File: src/hw/urr_pkg.sv
`default_nettype none
// Shared constants for the serial receiver
package urr_pkg;
  // APB byte addresses
  localparam int ADDR_W = 8;
  localparam logic [7:0] REG_STATUS = 8'h00;
  localparam logic [7:0] REG_DATA = 8'h04;
  localparam logic [7:0] REG_CTRL = 8'h08;
  // Status bit positions
  localparam int ST_RXC = 7;
  localparam int ST_FE = 4;
  localparam int ST_OVR = 3;
  localparam int ST_PE = 2;
  // Control bit positions and reset value
  localparam int CTRL_W = 8;
  localparam int CT_EN = 0;
  localparam int CT_DBL = 1;
  localparam int CT_ODD = 2;
  localparam int CT_PEN = 3;
  localparam int CT_STOP = 4;
  localparam int CT_SZ_LO = 5;
  localparam int CT_SZ_HI = 7;
  localparam logic [7:0] CTRL_RESET = 8'h60;
  // Character sizes: code 0..4 gives 5..9 data bits
  localparam logic [3:0] DATA_BITS_MIN = 4'h5;
  localparam logic [2:0] SIZE_CODE_MAX = 3'h4;
  localparam int DATA_W = 9;
  // Sample states per bit and first voting sample
  localparam int CNT_W = 5;
  localparam logic [4:0] S_NORM = 5'h10;
  localparam logic [4:0] S_DBL = 5'h08;
  localparam logic [4:0] SF_NORM = 5'h08;
  localparam logic [4:0] SF_DBL = 5'h04;
  localparam logic [4:0] CNT_FIRST = 5'h01;
  // Buffer entry layout
  localparam int BUF_DEPTH = 2;
  localparam int ENT_W = 12;
  localparam int E_FE = 11;
  localparam int E_OVR = 10;
  localparam int E_PE = 9;
  // Receiver states
  typedef enum logic [1:0] {RX_IDLE, RX_START, RX_BITS} urr_state_type;
endpackage
`default_nettype wire

File: src/hw/urr_rxbuf.sv
`timescale 1ns/1ps
`default_nettype none
// Small receive buffer; head entry comes out of a register
module urr_rxbuf #(
  parameter int WIDTH = 12,
  parameter int DEPTH = 2
) (
  input wire logic clk,
  input wire logic rst_n,
  input wire logic flush,
  input wire logic push,
  input wire logic [WIDTH-1:0] wdata,
  input wire logic pop,
  output logic [WIDTH-1:0] rdata,
  output logic [$clog2(DEPTH+1)-1:0] count
);
  localparam int PW = (DEPTH > 1) ? $clog2(DEPTH) : 1;
  localparam logic [PW-1:0] PTR_LAST = PW'(DEPTH - 1);
  localparam logic [$clog2(DEPTH+1)-1:0] CNT_FULL = ($clog2(DEPTH+1))'(DEPTH);
  logic [WIDTH-1:0] mem [DEPTH];  // Storage words
  logic [PW-1:0] wptr, rptr;  // Write and read positions
  logic [PW-1:0] next_wptr, next_rptr;
  logic [$clog2(DEPTH+1)-1:0] next_count;
  logic do_push, do_pop;

  // Pointer and fill arithmetic
  always_comb begin
    do_push = push && (count != CNT_FULL);
    do_pop = pop && (count != '0);
    next_wptr = wptr;
    next_rptr = rptr;
    next_count = count;
    if (flush) begin
      next_wptr = '0;
      next_rptr = '0;
      next_count = '0;
    end else begin
      if (do_push) begin
        next_wptr = (wptr == PTR_LAST) ? '0 : wptr + 1'b1;
      end
      if (do_pop) begin
        next_rptr = (rptr == PTR_LAST) ? '0 : rptr + 1'b1;
      end
      if (do_push && !do_pop) begin
        next_count = count + 1'b1;
      end else if (do_pop && !do_push) begin
        next_count = count - 1'b1;
      end
    end
  end

  // Register pointers, storage and head word
  always_ff @(posedge clk) begin
    if (!rst_n) begin
      wptr <= '0;
      rptr <= '0;
      count <= '0;
      rdata <= '0;
    end else begin
      wptr <= next_wptr;
      rptr <= next_rptr;
      count <= next_count;
      rdata <= mem[rptr];
      if (do_push && !flush) begin
        mem[wptr] <= wdata;
      end
    end
  end
endmodule // urr_rxbuf
`default_nettype wire

File: src/hw/urr_receiver.sv
// How it works
// - Error flags stored with their character
// - Status writes never change error flags
// - Error flags raise no interrupt
// - Frame error follows first stop bit
// - Only first stop bit is checked
// - Overrun on full buffer, waiting char, start
// - Overrun clears when frame moves into buffer
// - Parity error reads zero when checking off
// - Checker on by enable bit, odd select
// - Parity mismatch kept with its character
// - Disable stops reception and pin override
// - Disable empties the buffer
// - Complete flag shows buffer not empty
// - Sample 16x normal, 8x double speed
// - Start vote on 8-10 or 4-6
// - Resync per start, rejected start resumes search
// - Sixteen or eight states per bit
// - Each bit is a three sample majority
// - Vote window starts at 8 or 4
// - Stop after first stop bit vote
// - New start allowed right after stop vote
`timescale 1ns/1ps
`default_nettype none
module urr_receiver
  import urr_pkg::*;
(
  input wire logic MCLK,
  input wire logic RSTN,
  input wire logic PSEL,
  input wire logic PENABLE,
  input wire logic PWRITE,
  input wire logic [ADDR_W-1:0] PADDR,
  input wire logic [31:0] PWDATA,
  output logic [31:0] PRDATA,
  output logic PREADY,
  output logic PSLVERR,
  input wire logic SAMPLE_TICK,
  input wire logic SERIAL_RECEIVE_PIN,
  output logic RX_PIN_OVERRIDE
);
  ////////////////////////////////////////////////////////////////
  // Helpers
  // Majority of three samples
  function automatic logic majority3(input logic a, input logic b, input logic c);
    return (a & b) | (a & c) | (b & c);
  endfunction
  // Odd parity of the data word
  function automatic logic xor_all(input logic [DATA_W-1:0] d);
    return ^d;
  endfunction

  ////////////////////////////////////////////////////////////////
  // Declarations
  logic rx_meta, rx_sync;  // Pin synchroniser stages
  logic rx_prev, next_rx_prev;  // Line level at previous tick
  urr_state_type state, next_state;  // Receiver phase
  logic [CNT_W-1:0] cnt, next_cnt;  // Sample state within a bit
  logic [3:0] bidx, next_bidx;  // Bit position after start
  logic [DATA_W-1:0] shift, next_shift;  // Assembled data bits
  logic pbit, next_pbit;  // Received parity bit
  logic v0, v1, next_v0, next_v1;  // First two voting samples
  logic [ENT_W-1:0] pend, next_pend;  // Completed char waiting
  logic pend_valid, next_pend_valid;
  logic ovr_latch, next_ovr_latch;  // Lost frame since last move
  logic [CTRL_W-1:0] ctrl, next_ctrl;  // Control register
  logic [31:0] next_prdata;
  logic next_pready, next_pslverr;
  logic [ENT_W-1:0] head;  // Next readable entry
  logic [1:0] fill;  // Buffer fill level
  logic rx_en, par_en, par_odd, dbl;
  logic [CNT_W-1:0] s_len, s_first;  // Per-mode sample figures
  logic [3:0] nbits;  // Data bits per char
  logic [2:0] size_code;
  logic vote;  // Majority result this tick
  logic frame_done, frame_fe;  // Stop bit voted this tick
  logic start_det;  // Accepted falling edge
  logic full, push, pop, flush;
  logic apb_done, addr_ok;
  logic [ENT_W-1:0] frame_word;

  ////////////////////////////////////////////////////////////////
  // Configuration decode
  always_comb begin
    rx_en = ctrl[CT_EN];
    par_en = ctrl[CT_PEN];
    par_odd = ctrl[CT_ODD];
    dbl = ctrl[CT_DBL];
    s_len = dbl ? S_DBL : S_NORM;
    s_first = dbl ? SF_DBL : SF_NORM;
    size_code = ctrl[CT_SZ_HI:CT_SZ_LO];
    if (size_code > SIZE_CODE_MAX) begin
      size_code = SIZE_CODE_MAX;
    end
    nbits = DATA_BITS_MIN + {1'b0, size_code};
  end

  ////////////////////////////////////////////////////////////////
  // Pin synchroniser
  always_ff @(posedge MCLK) begin
    if (!RSTN) begin
      rx_meta <= 1'b1;
      rx_sync <= 1'b1;
    end else begin
      rx_meta <= SERIAL_RECEIVE_PIN;
      rx_sync <= rx_meta;
    end
  end

  ////////////////////////////////////////////////////////////////
  // Clock and data recovery
  always_comb begin
    next_state = state;
    next_cnt = cnt;
    next_bidx = bidx;
    next_shift = shift;
    next_pbit = pbit;
    next_v0 = v0;
    next_v1 = v1;
    next_rx_prev = rx_prev;
    frame_done = 1'b0;
    frame_fe = 1'b0;
    start_det = 1'b0;
    vote = majority3(v0, v1, rx_sync);
    if (!rx_en) begin
      // Disable drops any frame at once
      next_state = RX_IDLE;
      next_cnt = '0;
      next_rx_prev = rx_sync;
    end else if (SAMPLE_TICK) begin
      next_rx_prev = rx_sync;
      unique case (state)
        RX_IDLE: begin
          // Falling edge starts sample numbering at 1
          if (rx_prev && !rx_sync) begin
            next_state = RX_START;
            next_cnt = CNT_FIRST;
            next_bidx = '0;
            next_shift = '0;
            next_pbit = 1'b0;
            start_det = 1'b1;
          end
        end
        RX_START, RX_BITS: begin
          next_cnt = cnt + 1'b1;
          if (cnt == s_first) begin
            next_v0 = rx_sync;
          end
          if (cnt == s_first + 1'b1) begin
            next_v1 = rx_sync;
          end
          if (cnt == s_first + 5'h02) begin
            if (state == RX_START) begin
              // High majority means noise, go back to search
              if (vote) begin
                next_state = RX_IDLE;
              end
            end else if (bidx < nbits) begin
              next_shift[bidx] = vote;
            end else if (par_en && (bidx == nbits)) begin
              next_pbit = vote;
            end else begin
              // First stop bit ends the frame here
              frame_done = 1'b1;
              frame_fe = !vote;
              next_state = RX_IDLE;
            end
          end
          if (cnt == s_len) begin
            // Bit boundary
            next_cnt = CNT_FIRST;
            next_bidx = (state == RX_BITS) ? bidx + 1'b1 : '0;
            next_state = RX_BITS;
          end
        end
        default: begin
          next_state = RX_IDLE;
        end
      endcase
    end
  end

  // Register recovery state
  always_ff @(posedge MCLK) begin
    if (!RSTN) begin
      state <= RX_IDLE;
      cnt <= '0;
      bidx <= '0;
      shift <= '0;
      pbit <= 1'b0;
      v0 <= 1'b0;
      v1 <= 1'b0;
      rx_prev <= 1'b1;
    end else begin
      state <= next_state;
      cnt <= next_cnt;
      bidx <= next_bidx;
      shift <= next_shift;
      pbit <= next_pbit;
      v0 <= next_v0;
      v1 <= next_v1;
      rx_prev <= next_rx_prev;
    end
  end

  ////////////////////////////////////////////////////////////////
  // Waiting character and overrun
  always_comb begin
    frame_word = '0;
    frame_word[DATA_W-1:0] = shift;
    frame_word[E_FE] = frame_fe;
    // Even when select is zero, odd when one
    frame_word[E_PE] = par_en && (xor_all(shift) ^ pbit ^ par_odd);
    full = (fill == 2'(BUF_DEPTH));
    flush = !rx_en;
    push = pend_valid && !full;
    next_pend = pend;
    next_pend_valid = pend_valid;
    next_ovr_latch = ovr_latch;
    if (!rx_en) begin
      next_pend_valid = 1'b0;
      next_ovr_latch = 1'b0;
    end else begin
      if (push) begin
        next_pend_valid = 1'b0;
        next_ovr_latch = 1'b0;
      end
      if (frame_done && (!pend_valid || push)) begin
        next_pend = frame_word;
        next_pend_valid = 1'b1;
      end
      // Set wins over the clear on a move
      if (start_det && full && pend_valid) begin
        next_ovr_latch = 1'b1;
      end
    end
  end

  // Register waiting character
  always_ff @(posedge MCLK) begin
    if (!RSTN) begin
      pend <= '0;
      pend_valid <= 1'b0;
      ovr_latch <= 1'b0;
    end else begin
      pend <= next_pend;
      pend_valid <= next_pend_valid;
      ovr_latch <= next_ovr_latch;
    end
  end

  // Receive buffer, flags travel with the data
  urr_rxbuf #(
    .WIDTH(ENT_W),
    .DEPTH(BUF_DEPTH)
  ) u_buf (
    .clk(MCLK),
    .rst_n(RSTN),
    .flush(flush),
    .push(push),
    .wdata({pend[E_FE], ovr_latch, pend[E_PE], pend[DATA_W-1:0]}),
    .pop(pop),
    .rdata(head),
    .count(fill)
  );

  ////////////////////////////////////////////////////////////////
  // APB slave, one wait state per access
  always_comb begin
    apb_done = PSEL && PENABLE && PREADY;
    addr_ok = (PADDR == REG_STATUS) || (PADDR == REG_DATA) || (PADDR == REG_CTRL);
    // Data read advances the buffer
    pop = apb_done && !PWRITE && (PADDR == REG_DATA);
    next_pready = PSEL && PENABLE && !PREADY;
    next_pslverr = next_pready && !addr_ok;
    next_prdata = '0;
    next_ctrl = ctrl;
    if (next_pready && !PWRITE) begin
      unique case (PADDR)
        REG_STATUS: begin
          next_prdata[ST_RXC] = (fill != '0);
          next_prdata[ST_FE] = (fill != '0) && head[E_FE];
          next_prdata[ST_OVR] = (fill != '0) && head[E_OVR];
          next_prdata[ST_PE] = (fill != '0) && head[E_PE] && par_en;
        end
        REG_DATA: begin
          next_prdata[DATA_W-1:0] = (fill != '0) ? head[DATA_W-1:0] : '0;
        end
        REG_CTRL: begin
          next_prdata[CTRL_W-1:0] = ctrl;
        end
        default: begin
          next_prdata = '0;
        end
      endcase
    end
    // Status writes hold no storage, so flags stay as they are
    if (apb_done && PWRITE && (PADDR == REG_CTRL)) begin
      next_ctrl = PWDATA[CTRL_W-1:0];
    end
  end

  // Register bus outputs and control; no interrupt output exists
  always_ff @(posedge MCLK) begin
    if (!RSTN) begin
      PRDATA <= '0;
      PREADY <= 1'b0;
      PSLVERR <= 1'b0;
      ctrl <= CTRL_RESET;
      RX_PIN_OVERRIDE <= 1'b0;
    end else begin
      PRDATA <= next_prdata;
      PREADY <= next_pready;
      PSLVERR <= next_pslverr;
      ctrl <= next_ctrl;
      RX_PIN_OVERRIDE <= next_ctrl[CT_EN];
    end
  end
endmodule // urr_receiver
`default_nettype wire

File: config.mk
export PLATFORM = sky130hd
export DESIGN_NAME = urr_receiver
export DESIGN_NICKNAME = d
export VERILOG_FILES = /design/src/hw/urr_pkg.sv /design/src/hw/urr_rxbuf.sv /design/src/hw/urr_receiver.sv
export SDC_FILE = /design/constraint.sdc
export NUM_CORES = 1
export LEC_CHECK = 0
export ABC_AREA = 1
export BUFFER_PORTS_ARGS = -buffer_cell sky130_fd_sc_hd__buf_2
export CAP_MARGIN = 10
export CORE_MARGIN = 2
export CORE_UTILIZATION = 51
export DETAILED_ROUTE_END_ITERATION = 16
export PLACE_DENSITY_LB_ADDON = 0.2
export SLEW_MARGIN = 25
export SYNTH_ARGS = -nofsm -noshare
export SYNTH_HDL_FRONTEND = slang
export SYNTH_SLANG_ARGS = --single-unit
File: constraint.sdc
create_clock -name MCLK -period 2.2 [get_ports MCLK]
set_input_delay 0.11 -clock MCLK [delete_from_list [all_inputs] [get_ports MCLK]]
set_output_delay 0.11 -clock MCLK [all_outputs]
set_load 0.02 [all_outputs]
# After elaboration in Yosys (flattened, before gate mapping)
# Memory sizes are Yosys's and may differ from the RTL's. A register that Yosys moved wholly into a read port is not among the register bits.
# Index checks and enable logic that the tools add are counted.
# W data, S select, Z words.
# word_totals
reg_bits,85
ramBits,24
input_bits,47
wordCells,192
mem_count,1
# op_classes
add_sub_neg,9
magnitude_cmp,4
eq_ne,23
n_mux,66
bitwise,7
n_reduce_logical,59
# mem_list
memory,words,word_bits,read_ports,rd_clocked_by_memory_dff,write_ports,line,rtl
u_buf.mem,2,12,1,1,1,urr_rxbuf.sv:20,logic [WIDTH-1:0] mem [DEPTH];
# op_table
op,count
$mux W9,5
$mux W1,33
$logic_and A1 B1 Y1,26
$mux W2,9
$ne A2 B2 Y1 const B,9
$pmux W9 S2,1
$mux W4,4
$eq A5 B5 Y1,3
$mux W5,3
$ne A4 B4 Y1 const B,3
$pmux W2 S2,3
$reduce_and A4 Y1,3
$logic_not A1 Y1,10
$pmux W5 S2,1
$reduce_bool A2 Y1,5
$bwmux W9,1
$pmux W3 S3,1
$reduce_xor A9 Y1,1
$eq A8 B3 Y1 const B,1
$eq A8 B4 Y1 const B,1
$logic_not A8 Y1,1
$pmux W4 S2,1
$reduce_and A8 Y1,1
$reduce_and A7 Y1,1
other kinds (31),41

# Depth between registers and ports, before layout
# Gate-level depths: netlist (run 1).
# depth
ltp_word,14
mapped_depth,19
ltp_nobuf,19

# Cells and area by module
# Synthesis (run 1) repeated with hierarchy kept, for this count alone.
# unflattened
hier_cells,595
area_unflattened_um2,4694.5
# by_module_without_submodules
mod,n_inst,cells_each,area_per_inst_um2
urr_receiver,1,485,3328.2
urr_rxbuf,1,110,1366.3

# Worst setup path after synthesis (run 1)
# OpenSTA, ideal clock, no wires.
# synth_timing
kind,flip-flop to flip-flop
from,register ctrl[7]
to,register shift[7]
setup_ps,132
arrival_time_ps,2010
setup_slack_ps,58
stages_incl_launch_ff,17
synth_period_minus_slack_ps,2142
path_cell_list,dfxtp_1 inv_1 nand2_1 inv_1 ha_1 inv_1 ha_1 ha_1 nand2_1 inv_1 nand2_1 nand2_1 nand2_1 buf_2 nand4_1 nand2_1 a21oi_1
# synth_via
elab_chain_cells,6
# synth_rtl
element,line,rtl
start: declaration,urr_receiver.sv:66,"logic [CTRL_W-1:0] ctrl, next_ctrl;"
start signal: assignment,urr_receiver.sv:315,ctrl <= next_ctrl;
$gt A3 B3 Y1,urr_receiver.sv:92,if (size_code > SIZE_CODE_MAX) begin
$mux W3 *,urr_receiver.sv:92,
$add A3 B3 Y4 *,urr_receiver.sv:95,"nbits = DATA_BITS_MIN + {1'b0, size_code};"
$lt A4 B4 Y1 *,urr_receiver.sv:158,end else if (bidx < nbits) begin
$ne A2 B2 Y1 (no line) *,n/a,
$reduce_and A7 Y1 (no line) *,n/a,
end signal: assignment,urr_receiver.sv:198,shift <= next_shift;
end: declaration,urr_receiver.sv:60,"logic [DATA_W-1:0] shift, next_shift;"
# Mark *: on every way between the ends. The rest lies on a longest branch, timed or not.
# A chain may end at the register's enable or synchronous reset.

# Worst setup path after layout (run 1)
# layout_timing
from,register ctrl[7]
to,register state[1]
# layout_via
elab_chain_cells,7
elab_cells_between_ends,9
# layout_rtl
element,line,rtl
$gt A3 B3 Y1,urr_receiver.sv:92,
$mux W3 *,urr_receiver.sv:92,
$add A3 B3 Y4 *,urr_receiver.sv:95,
"parallel branches: the longest is 3 deep, another holds $lt A4 B4 Y1",n/a,
$reduce_and A6 Y1 (no line) *,n/a,
end signal: assignment,urr_receiver.sv:195,state <= next_state;
end: declaration,urr_receiver.sv:57,"urr_state_type state, next_state;"
# Mark *: on every way between the ends.

==> run summary, run 1 <==
Switch Pwr: 760 uW
# port buffers: 34
Total track usage: 20.8%
Number of sinks handled by clock tree synthesis: 98
Worst-case clock buffer depth: 2
Internal power of the cells: 2300 uW
Row count: 35
Area of the core: 0.00911 mm2
Cts bufs inserted: 9
Required time of the critical path: 2.47 ns
Reg2reg setup slack: 0.05 ns
Summed instance area of the synthesized netlist: 0.00474 mm2
Class of the tightest hold or removal check: input port to flip-flop
Detail Route Antenna Nets: 0
Count of flip-flops with a built-in enable after synthesis: 24
First drt pass iteration count: 4
WL final: 9990 um
Minimum clock period after layout: 2.15 ns
Chain of cells forming the critical path: inv_2 > nand2_2 > inv_2 > ha_4 > inv_4 > ha_4 > ha_4 > a21oi_1 > nand2_2 > nand2_2 > buf_6 > nand2_2 > nand2_1 > nand2_1 > nand2_2 > nand2_1 > nand2_1 > nor2_1
Initial antenna violation count: 0
I/O pins: 82
Slowest cell delay on critical path: 0.37 ns
Starting utilization of the core area: 52.0%
Most common cell in the netlist: nand2_1
Switching power as a share of total power: 24.8%
Logic pwr share: 3.8%
Final weighted congestion of routability-driven global placement: 0.807
CTS clock-pin slew for the worst setup and hold paths: 0.10 ns
Crit start category: flip-flop
Filler instances: 819
Grt met1 use: 24.4%
Yosys warnings: 0
Total overflow reported by the global router: 0
Crit share post-route: 97.9%
Area of the die: 0.0101 mm2
Share of final-layout standard cells stronger than drive strength 1: 18.2%
Pwr per Cell Area: 557 mW/mm2
Clk_lat worst skew: 0.38 ns
Number of hold-slack violations in the final timing report: 0
Portion of total power attributed to sequential cells: 60.0%
Sum of net half-perimeters after detailed placement: 7260 um
Number of inserted diodes: 0
Detailed-route via count: 3964
Met3 demand-to-capacity share in global routing: 3.27%
Result of the run: complete, no violations
Total leakage power: 0.00249 uW
Ys flop type: dfxtp_1
RSZ-0062 raised after global routing: yes
Vias in the first global route: 3753
Sequential fraction of the synthesis area: 46.5%
Post-route clock skew: 0.0120 ns
Max-slew violation count: 0
Fin nets: 732
Commonest cells in the netlist: nand2_1, nor2_1, dfxtp_1, inv_1, a21oi_1
Maximum number of pins on one net before global-route repair: 24
Arrival time of the worst setup path: 2.43 ns
Worst slack at placement: -0.0411 ns
Routed length per placed instance: 12.8 um
Busiest grt layer: met2
Setup WS post-layout: 0.0454 ns
Final routed DRC violation total: 0
Die H: 100 um
Layout Area Growth over Synthesis: 16.1%
Slowest cell on the critical path: dfxtp_4
Post-synthesis instance total: 602
Asr flop ratio synth: 0%
Met2 Resource Use GR: 37.8%
Distinct cell type count of the synthesized netlist: 39
Total power: 3060 uW
Startpoint-to-endpoint class of the critical path: flip-flop to flip-flop
Maxcap violations: 0
Top-area cell type share of the netlist area: 31.3%
Via-per-instance ratio: 5.07
Clock share of power: 36.2%
Main area contributors after synthesis: dfxtp_1, edfxtp_1, nand2_1
Nature of the critical path endpoint: flip-flop
Level count of the clock H-tree: 3
1st-iter DRT viols: 115
Most used cell along the critical path: nand2_2
Clock tree from TritonCTS: yes
First-pass GRT wire length: 16600 um
Horizontal die dimension: 100 um
Most area-hungry cell type in the Yosys netlist: dfxtp_1
Highest net fanout along the worst path: 4
Buffer cell driving the clock tree root: clkbuf_8
Final setup violation count: 0
Synthesis-stage register bit count: 98
Maximum clock rate: 0.464 GHz
Worst IR drop on VDD: 271 uV
Synthesized area per cell: 7.87 um2
critical path, delay by kind of cell, from the launching register on:
kind,cells,cell delay (ns)
AOI/OAI and AO/OA,1,0.22
and+or+nand+nor,10,0.68
DFF,1,0.37
adders and majority gates,3,0.52
buffers and inverters,4,0.25
sequential cells by signal, indices dropped and copies added, names as in the netlist, 2 cells and up:
name,count
u_buf.mem,24
u_buf.rdata,12
pend,11
PRDATA,9
shift,9
ctrl,7
cnt,5
bidx,4
state,2
u_buf.count,2
kinds of logic after synthesis:
logic type / count (synthesis) / synth area share (%)
other: 1 / 0.0792
DFF: 98 / 46.5
adders and majority gates: 19 / 5.02
AOI/OAI and AO/OA: 83 / 9.43
and+or+nand+nor: 295 / 28.1
buffers and inverters: 103 / 10.4
xor gates and xnor gates: 3 / 0.555
final timing paths:
kind                       start  cells past startpoint         to
setup / recovery         ctrl[7]                     18   state[1]
hold / removal              RSTN                      2    rx_prev
hold reg to reg   u_buf.rdata[8]                      2  PRDATA[8]
setup reg to reg         ctrl[7]                     18   state[1]
power by group through the flow:
| stage | clock network, uW | registers, uW | logic, uW |
|---|---|---|---|
| 6_report | 1110 | 1840 | 117 |
| 4_1_cts | 1140 | 1840 | 115 |
| 3_3_place_gp | 0 | 1880 | 98.5 |
| 3_5_place_dp | 0 | 1880 | 100 |
| 2_1_floorplan | 0 | 1880 | 95.3 |
| 5_1_grt | 1200 | 1840 | 127 |
stage by stage:
stage / util, % / std cells / hold slack, ns / TNS, ns / instance area [um2]
global placement: 55.7 / 753 / 0.296 / 0 / 5070
CTS: 59.2 / 780 / 0.0339 / 0 / 5390
global route: 60.4 / 782 / 0.0525 / -0.507 / 5500
floorplan: - / 624 / 0.217 / 0 / 4820
detailed placement: 55.7 / 753 / 0.306 / -0.244 / 5070
finish: 60.4 / 782 / 0.0513 / 0 / 5500
timing repair:
| action | CTS | global route |
|---|---|---|
| gates resized for setup | 8 | 26 |
| cloned | 0 | 0 |
| hold buffers | 11 | 0 |
| buffers inserted | 0 | 2 |
| setup endpoints to repair | 13 | 24 |
| pin swaps | 2 | 11 |
| endpoints found under the hold margin | 10 | 0 |
area by class of cell:
cell class | count | area, um2 | share of cell area, %
clock buffers | 9 | 124 | 2.25
clock inverters | 7 | 58.8 | 1.07
inverters | 66 | 253 | 4.60
multi-input cells | 423 | 2240 | 40.7
flip-flops and latches | 98 | 2210 | 40.2
well taps | 111 | 139 | 2.53
repair buffers | 68 | 482 | 8.76
placed cells by master, fill, tap and decap left out, types with 4 or more instances in the layout:
cell type,netlist,layout
dlygate4sd3_1,0,11
nand3_1,24,24
or2_2,4,4
clkbuf_8,0,9
dfxtp_1,74,71
inv_1,63,58
buf_4,24,20
ha_4,0,4
nor2_2,2,4
edfxtp_1,24,24
nand2_2,2,8
inv_2,2,6
a21oi_1,40,39
buf_2,3,34
o21ai_0,32,32
nor3_1,17,16
ha_1,19,15
conb_1,1,23
nand2_1,126,118
a31oi_1,4,4
nor2_1,87,83
nand4_1,19,19
metal layers:
layer	part of all wire, %	vias up	wire length, um
met5	0	-	0
met4	2.9	0	286
met3	4.2	25	416
met2	49	96	4940
met1	44	1800	4350
li1	-	2043	-
No activity file was read; power rests on OpenSTA's default activity.
==> run 2, diff against run 1 <==
Settings changed: RECOVER_POWER set to 25.
==> run 2 against run 1 <==
Global-route usage stayed put. Via count is 0.10% lower. Wire length fell by 0.18%. Sequential power about the same. Design area decreased by 0.11%.
==> run summary, run 2 (synthesis results as in run 1) <==
Result of the run: complete, no violations (unchanged)
Placed instance area: 0.00507 mm2 (unchanged)
Detailed-route via count: 3960 (was 3964)
Die H: 100 um (unchanged)
CTS clock-pin slew for the worst setup and hold paths: 0.10 ns (about the same)
Total power: 3060 uW (about the same)
Minimum clock period after layout: 2.16 ns (was 2.15 ns)
Post-Route Utilization: 60.3% (was 60.4%)
Class of the tightest hold or removal check: input port to flip-flop (unchanged)
Capture endpoint of the worst hold path: rx_prev (unchanged)
Clock tree from TritonCTS: yes (unchanged)
Startpoint-to-endpoint class of the critical path: flip-flop to flip-flop (unchanged)
Maxcap violations: 0 (unchanged)
Setup WS post-layout: 0.0440 ns (was 0.0454 ns)
Vias in the first global route: 3753 (unchanged)
Cell family with most CP delay: simple AND/OR/NAND/NOR gates (unchanged)
Horizontal die dimension: 100 um (unchanged)
WL final: 9970 um (was 9990 um)
First drt pass iteration count: 4 (unchanged)
Hold Path Origin: RSTN (unchanged)
Final design area excluding fillers: 0.00549 mm2 (was 0.00550 mm2)
Nature of the critical path endpoint: flip-flop (unchanged)
Number of inserted diodes: 0 (unchanged)
Largest registers in the final layout: u_buf.mem x24, u_buf.rdata x12, pend x11 (unchanged)
Total leakage power: 0.00247 uW (was 0.00249 uW)
Worst-case clock buffer depth: 2 (unchanged)
Routed length per placed instance: 12.7 um (was 12.8 um)
First-pass GRT wire length: 16600 um (unchanged)
Sum of net half-perimeters after detailed placement: 7260 um (unchanged)
Number of hold-slack violations in the final timing report: 0 (unchanged)
Most used cell along the critical path: nand2_2 (unchanged)
Register-to-Register Path Depth: 18 (unchanged)
Start of the worst register-to-register path: ctrl[7] (unchanged)
Setup TNS Final: 0 ns (unchanged)
Slowest cell delay on critical path: 0.37 ns (about the same)
Post-route clock skew: 0.0120 ns (about the same)
Total track usage: 20.8% (unchanged)
Buffer cell driving the clock tree root: clkbuf_8 (unchanged)
I/O pins: 82 (unchanged)
Leading cell type in the layout, fill and taps excluded: nand2_1 (unchanged)
Required time of the critical path: 2.47 ns (about the same)
Worst IR drop on VDD: 271 uV (about the same)
1st-iter DRT viols: 115 (unchanged)
Row count: 35 (unchanged)
Clk_lat worst skew: 0.37 ns (was 0.38 ns)
RSZ-0062 raised after global routing: yes (unchanged)
Final routed DRC violation total: 0 (unchanged)
Arrival time of the worst setup path: 2.43 ns (about the same)
Crit share post-route: 98.0% (was 97.9%)
Hold Path Cell Cnt: 2 (unchanged)
Maximum clock rate: 0.464 GHz (about the same)
Number of sinks handled by clock tree synthesis: 98 (unchanged)
Fin nets: 732 (unchanged)
Worst path buffer plus inverter count: 4 (unchanged)
Share of final-layout standard cells stronger than drive strength 1: 17.4% (was 18.2%)
Starting utilization of the core area: 52.0% (unchanged)
Total overflow reported by the global router: 0 (unchanged)
Reg2reg setup slack: 0.04 ns (was 0.05 ns)
Pwr per Cell Area: 557 mW/mm2 (about the same)
Cts bufs inserted: 9 (unchanged)
Area of the die: 0.0101 mm2 (unchanged)
Maximum number of pins on one net before global-route repair: 24 (unchanged)
Number of flip-flops in the largest register: 24 (unchanged)
Level count of the clock H-tree: 3 (unchanged)
Slowest cell on the critical path: dfxtp_4 (unchanged)
Max-slew violation count: 0 (unchanged)
Final setup violation count: 0 (unchanged)
Highest net fanout along the worst path: 4 (unchanged)
Endpoint of the lowest-slack register-to-register path: state[1] (unchanged)
Initial antenna violation count: 0 (unchanged)
Via-per-instance ratio: 5.06 (was 5.07)
Final weighted congestion of routability-driven global placement: 0.807 (unchanged)
Worst slack at placement: -0.0411 ns (unchanged)
Layout Area Growth over Synthesis: 16.0% (was 16.1%)
Detail Route Antenna Nets: 0 (unchanged)
Crit start category: flip-flop (unchanged)
Leading cell types in the layout, fill and taps excluded: nand2_1, nor2_1, dfxtp_1, inv_1, a21oi_1 (unchanged)
# port buffers: 34 (unchanged)
Area of the core: 0.00911 mm2 (unchanged)
Reg with most FFs: u_buf.mem (unchanged)
Chain of cells forming the critical path: inv_2 > nand2_2 > inv_2 > ha_4 > inv_4 > ha_4 > ha_4 > a21oi_1 > nand2_2 > nand2_2 > buf_6 > nand2_2 > nand2_1 > nand2_1 > nand2_2 > nand2_1 > nand2_1 > nor2_1 (unchanged)
Filler instances: 822 (was 819)
-- run 2: cell count changes in the layout (fill, tap and decap cells not counted), sizes merged --
cell and change:
clkbuf +5, buf -5
-- run 2: per-stage QoR --
stage | std cells | hold slack, ns
finish | 782 | 0.0514
global route | 782 | 0.0525
CTS | 780 | 0.0339
detailed placement | 753 | 0.306
global placement | 753 | 0.296
floorplan | 624 | 0.217
-- run 2: worst max-delay path by stage --
stage,from,endpoint,cells past startpoint
floorplan,ctrl[7],shift[7],16
global placement,ctrl[7],pend[0],17
detailed placement,ctrl[7],pend[0],16
CTS,ctrl[7],state[1],19
global route,ctrl[7],state[1],20
finish,ctrl[7],state[1],18
-- run 2: where the power goes --
group / switching (uW) / internal, uW
combinational: 78.3 / 38.5
clock: 679 / 429
sequential: 1.90 / 1840
total: 760 / 2300
-- run 2: worst register-to-register path, stage by stage, from the launching register on --
cell	delay [ns]
dfxtp_4	0.37
inv_2	0.06
nand2_2	0.05
inv_2	0.07
ha_4	0.14
inv_4	0.03
ha_4	0.23
ha_4	0.16
a21oi_1	0.22
nand2_2	0.11
nand2_2	0.09
buf_6	0.09
nand2_2	0.04
nand2_1	0.07
nand2_1	0.06
nand2_2	0.10
nand2_1	0.06
nand2_1	0.06
nor2_1	0.05
-- run 2: final cells by class --
cell class                      instances  area (um2)  area share [%]
Multi-Input combinational cell        423        2240            40.7
Sequential cell                        98        2210            40.2
Timing Repair Buffer                   68         475            8.65
Inverter                               66         253            4.60
Tap cell                              111         139            2.53
Clock buffer                            9         124            2.25
Clock inverter                          7        58.8            1.07
-- run 2: timing repair --
action	CTS	global route
setup endpoints to repair	13	24
pin swaps	2	11
hold endpoints to repair	10	0
hold buffers	11	0
buffers inserted	0	2
gates resized for setup	8	26
-- run 2: metal layers --
| layer | track usage, % | share of wire, % | vias up |
|---|---|---|---|
| li1 | - | - | 2044 |
| met1 | 24.4 | 44 | 1795 |
| met2 | 37.8 | 49 | 96 |
| met3 | 3.27 | 4.2 | 25 |
| met4 | 8.54 | 2.9 | 0 |
| met5 | 0 | 0 | - |
==> run 3, diff against run 2 <==
Settings changed: SETUP_SLACK_MARGIN set to 0.05.
==> run 3 against run 2 <==
Count of clock-buffer cells in the layout unchanged. Die area unchanged. Design area increased by 0.16%. Largest cell class unchanged. Critical path type unchanged.
==> run summary, run 3 (synthesis results as in run 1) <==
Result of the run: complete, no violations (unchanged)
Clk_lat worst skew: 0.37 ns (about the same)
Total overflow reported by the global router: 0 (unchanged)
Share of final-layout standard cells stronger than drive strength 1: 18.0% (was 17.4%)
Worst IR drop on VDD: 271 uV (about the same)
Maximum clock rate: 0.471 GHz (was 0.464 GHz)
Detailed-route via count: 4010 (was 3960)
Nature of the critical path endpoint: flip-flop (unchanged)
Crit share post-route: 96.5% (was 98.0%)
Detail Route Antenna Nets: 0 (unchanged)
I/O pins: 82 (unchanged)
Number of inserted diodes: 0 (unchanged)
Maxcap violations: 0 (unchanged)
Layout Area Growth over Synthesis: 16.2% (was 16.0%)
Final weighted congestion of routability-driven global placement: 0.807 (unchanged)
Chain of cells forming the critical path: inv_2 > nor2_2 > ha_4 > inv_4 > ha_4 > ha_4 > a21oi_1 > nand2_2 > nand2_2 > buf_6 > nand2_2 > nand2_1 > nand2_1 > nand2_2 > nand2_1 > nand2_1 > nor2_1 (was inv_2 > nand2_2 > inv_2 > ha_4 > inv_4 > ha_4 > ha_4 > a21oi_1 > nand2_2 > nand2_2 > buf_6 > nand2_2 > nand2_1 > nand2_1 > nand2_2 > nand2_1 > nand2_1 > nor2_1)
Level count of the clock H-tree: 3 (unchanged)
Die H: 100 um (unchanged)
Class of the tightest hold or removal check: input port to flip-flop (unchanged)
Final design area excluding fillers: 0.00550 mm2 (was 0.00549 mm2)
Row count: 35 (unchanged)
# port buffers: 34 (unchanged)
Buffer cell driving the clock tree root: clkbuf_8 (unchanged)
Final routed DRC violation total: 0 (unchanged)
Fin nets: 733 (was 732)
Slowest cell delay on critical path: 0.35 ns (was 0.37 ns)
1st-iter DRT viols: 140 (was 115)
RSZ-0062 raised after global routing: yes (unchanged)
Pwr per Cell Area: 556 mW/mm2 (was 557 mW/mm2)
Max-slew violation count: 0 (unchanged)
Leading cell types in the layout, fill and taps excluded: nand2_1, nor2_1, dfxtp_1, inv_1, a21oi_1 (unchanged)
Horizontal die dimension: 100 um (unchanged)
Arrival time of the worst setup path: 2.40 ns (was 2.43 ns)
Cell family with most CP delay: simple AND/OR/NAND/NOR gates (unchanged)
Final worst hold slack: 0.0520 ns (was 0.0514 ns)
CTS clock-pin slew for the worst setup and hold paths: 0.10 ns (about the same)
Routed length per placed instance: 12.8 um (was 12.7 um)
Number of flip-flops in the largest register: 24 (unchanged)
Worst-case clock buffer depth: 2 (unchanged)
Via-per-instance ratio: 5.12 (was 5.06)
WL final: 9990 um (was 9970 um)
Cts bufs inserted: 9 (unchanged)
Post-route clock skew: 0.0110 ns (was 0.0120 ns)
Required time of the critical path: 2.47 ns (about the same)
First drt pass iteration count: 4 (unchanged)
Slowest cell on the critical path: dfxtp_2 (was dfxtp_4)
Clock tree from TritonCTS: yes (unchanged)
Total power: 3060 uW (about the same)
Largest registers in the final layout: u_buf.mem x24, u_buf.rdata x12, pend x11 (unchanged)
Placed instance area: 0.00507 mm2 (unchanged)
First-pass GRT wire length: 16700 um (was 16600 um)
Startpoint-to-endpoint class of the critical path: flip-flop to flip-flop (unchanged)
Initial antenna violation count: 0 (unchanged)
Starting utilization of the core area: 52.0% (unchanged)
Number of sinks handled by clock tree synthesis: 98 (unchanged)
Maximum number of pins on one net before global-route repair: 24 (unchanged)
Crit start category: flip-flop (unchanged)
Total leakage power: 0.00247 uW (about the same)
Vias in the first global route: 3770 (was 3753)
Area of the die: 0.0101 mm2 (unchanged)
Worst path buffer plus inverter count: 3 (was 4)
Sum of net half-perimeters after detailed placement: 7260 um (unchanged)
Reg with most FFs: u_buf.mem (unchanged)
Final setup violation count: 0 (unchanged)
Leading cell type in the layout, fill and taps excluded: nand2_1 (unchanged)
Minimum clock period after layout: 2.12 ns (was 2.16 ns)
Area of the core: 0.00911 mm2 (unchanged)
Number of hold-slack violations in the final timing report: 0 (unchanged)
Highest net fanout along the worst path: 4 (unchanged)
Total track usage: 20.8% (unchanged)
## run 3: path summary, 6_finish.rpt
kind | to | slack (ns) | depth (start not counted) | from
worst max-delay path | state[1] | 0.08 | 17 | ctrl[6]
worst min-delay path | rx_prev | 0.05 | 2 | RSTN
worst max register to register | state[1] | 0.08 | 17 | ctrl[6]
worst min register to register | PRDATA[8] | 0.43 | 2 | u_buf.rdata[8]
## run 3: area by class of cell
type | count | area, um2
Multi-Input combinational cell | 423 | 2240
Sequential cell | 98 | 2210
Clock buffer | 9 | 124
Timing Repair Buffer | 69 | 482
Inverter | 66 | 253
Fill cell | 821 | 3610
Tap cell | 111 | 139
Clock inverter | 7 | 58.8
## run 3: what timing repair did
item / 4_1_cts / 5_1_grt
gates resized for setup: 13 / 23
endpoints found under the setup margin: 21 / 24
pin swaps: 8 / 11
endpoints found under the hold margin: 10 / 0
buffers inserted: 2 / 1
hold buffers: 11 / 0
## run 3: per-layer routing
layer | GRT usage (%) | vias to the layer above | share of wire (%) | wire (um)
met5 | 0 | - | 0 | 0
met2 | 37.7 | 99 | 49 | 4900
met4 | 8.54 | 0 | 2.8 | 279
met3 | 3.27 | 29 | 3.3 | 332
li1 | - | 2046 | - | -
met1 | 24.5 | 1836 | 45 | 4480
## run 3: power by group
part           leakage (uW)  switching [uW]  internal, uW  total, uW
sequential         0.000875            1.94          1840       1840
clock             0.0000921             674           429       1100
combinational       0.00150            78.5          38.5        117
## run 3: per-stage QoR
stage / setup WS [ns] / cells / setup TNS (ns) / utilization (%)
after floorplan: 0.0578 / 624 / 0 / -
after global placement: 0.00482 / 753 / 0 / 55.7
after detailed placement: -0.0411 / 753 / -0.244 / 55.7
after CTS: 0.0598 / 782 / 0 / 59.5
after global routing: -0.0357 / 783 / -0.194 / 60.4
final: 0.0765 / 783 / 0 / 60.4
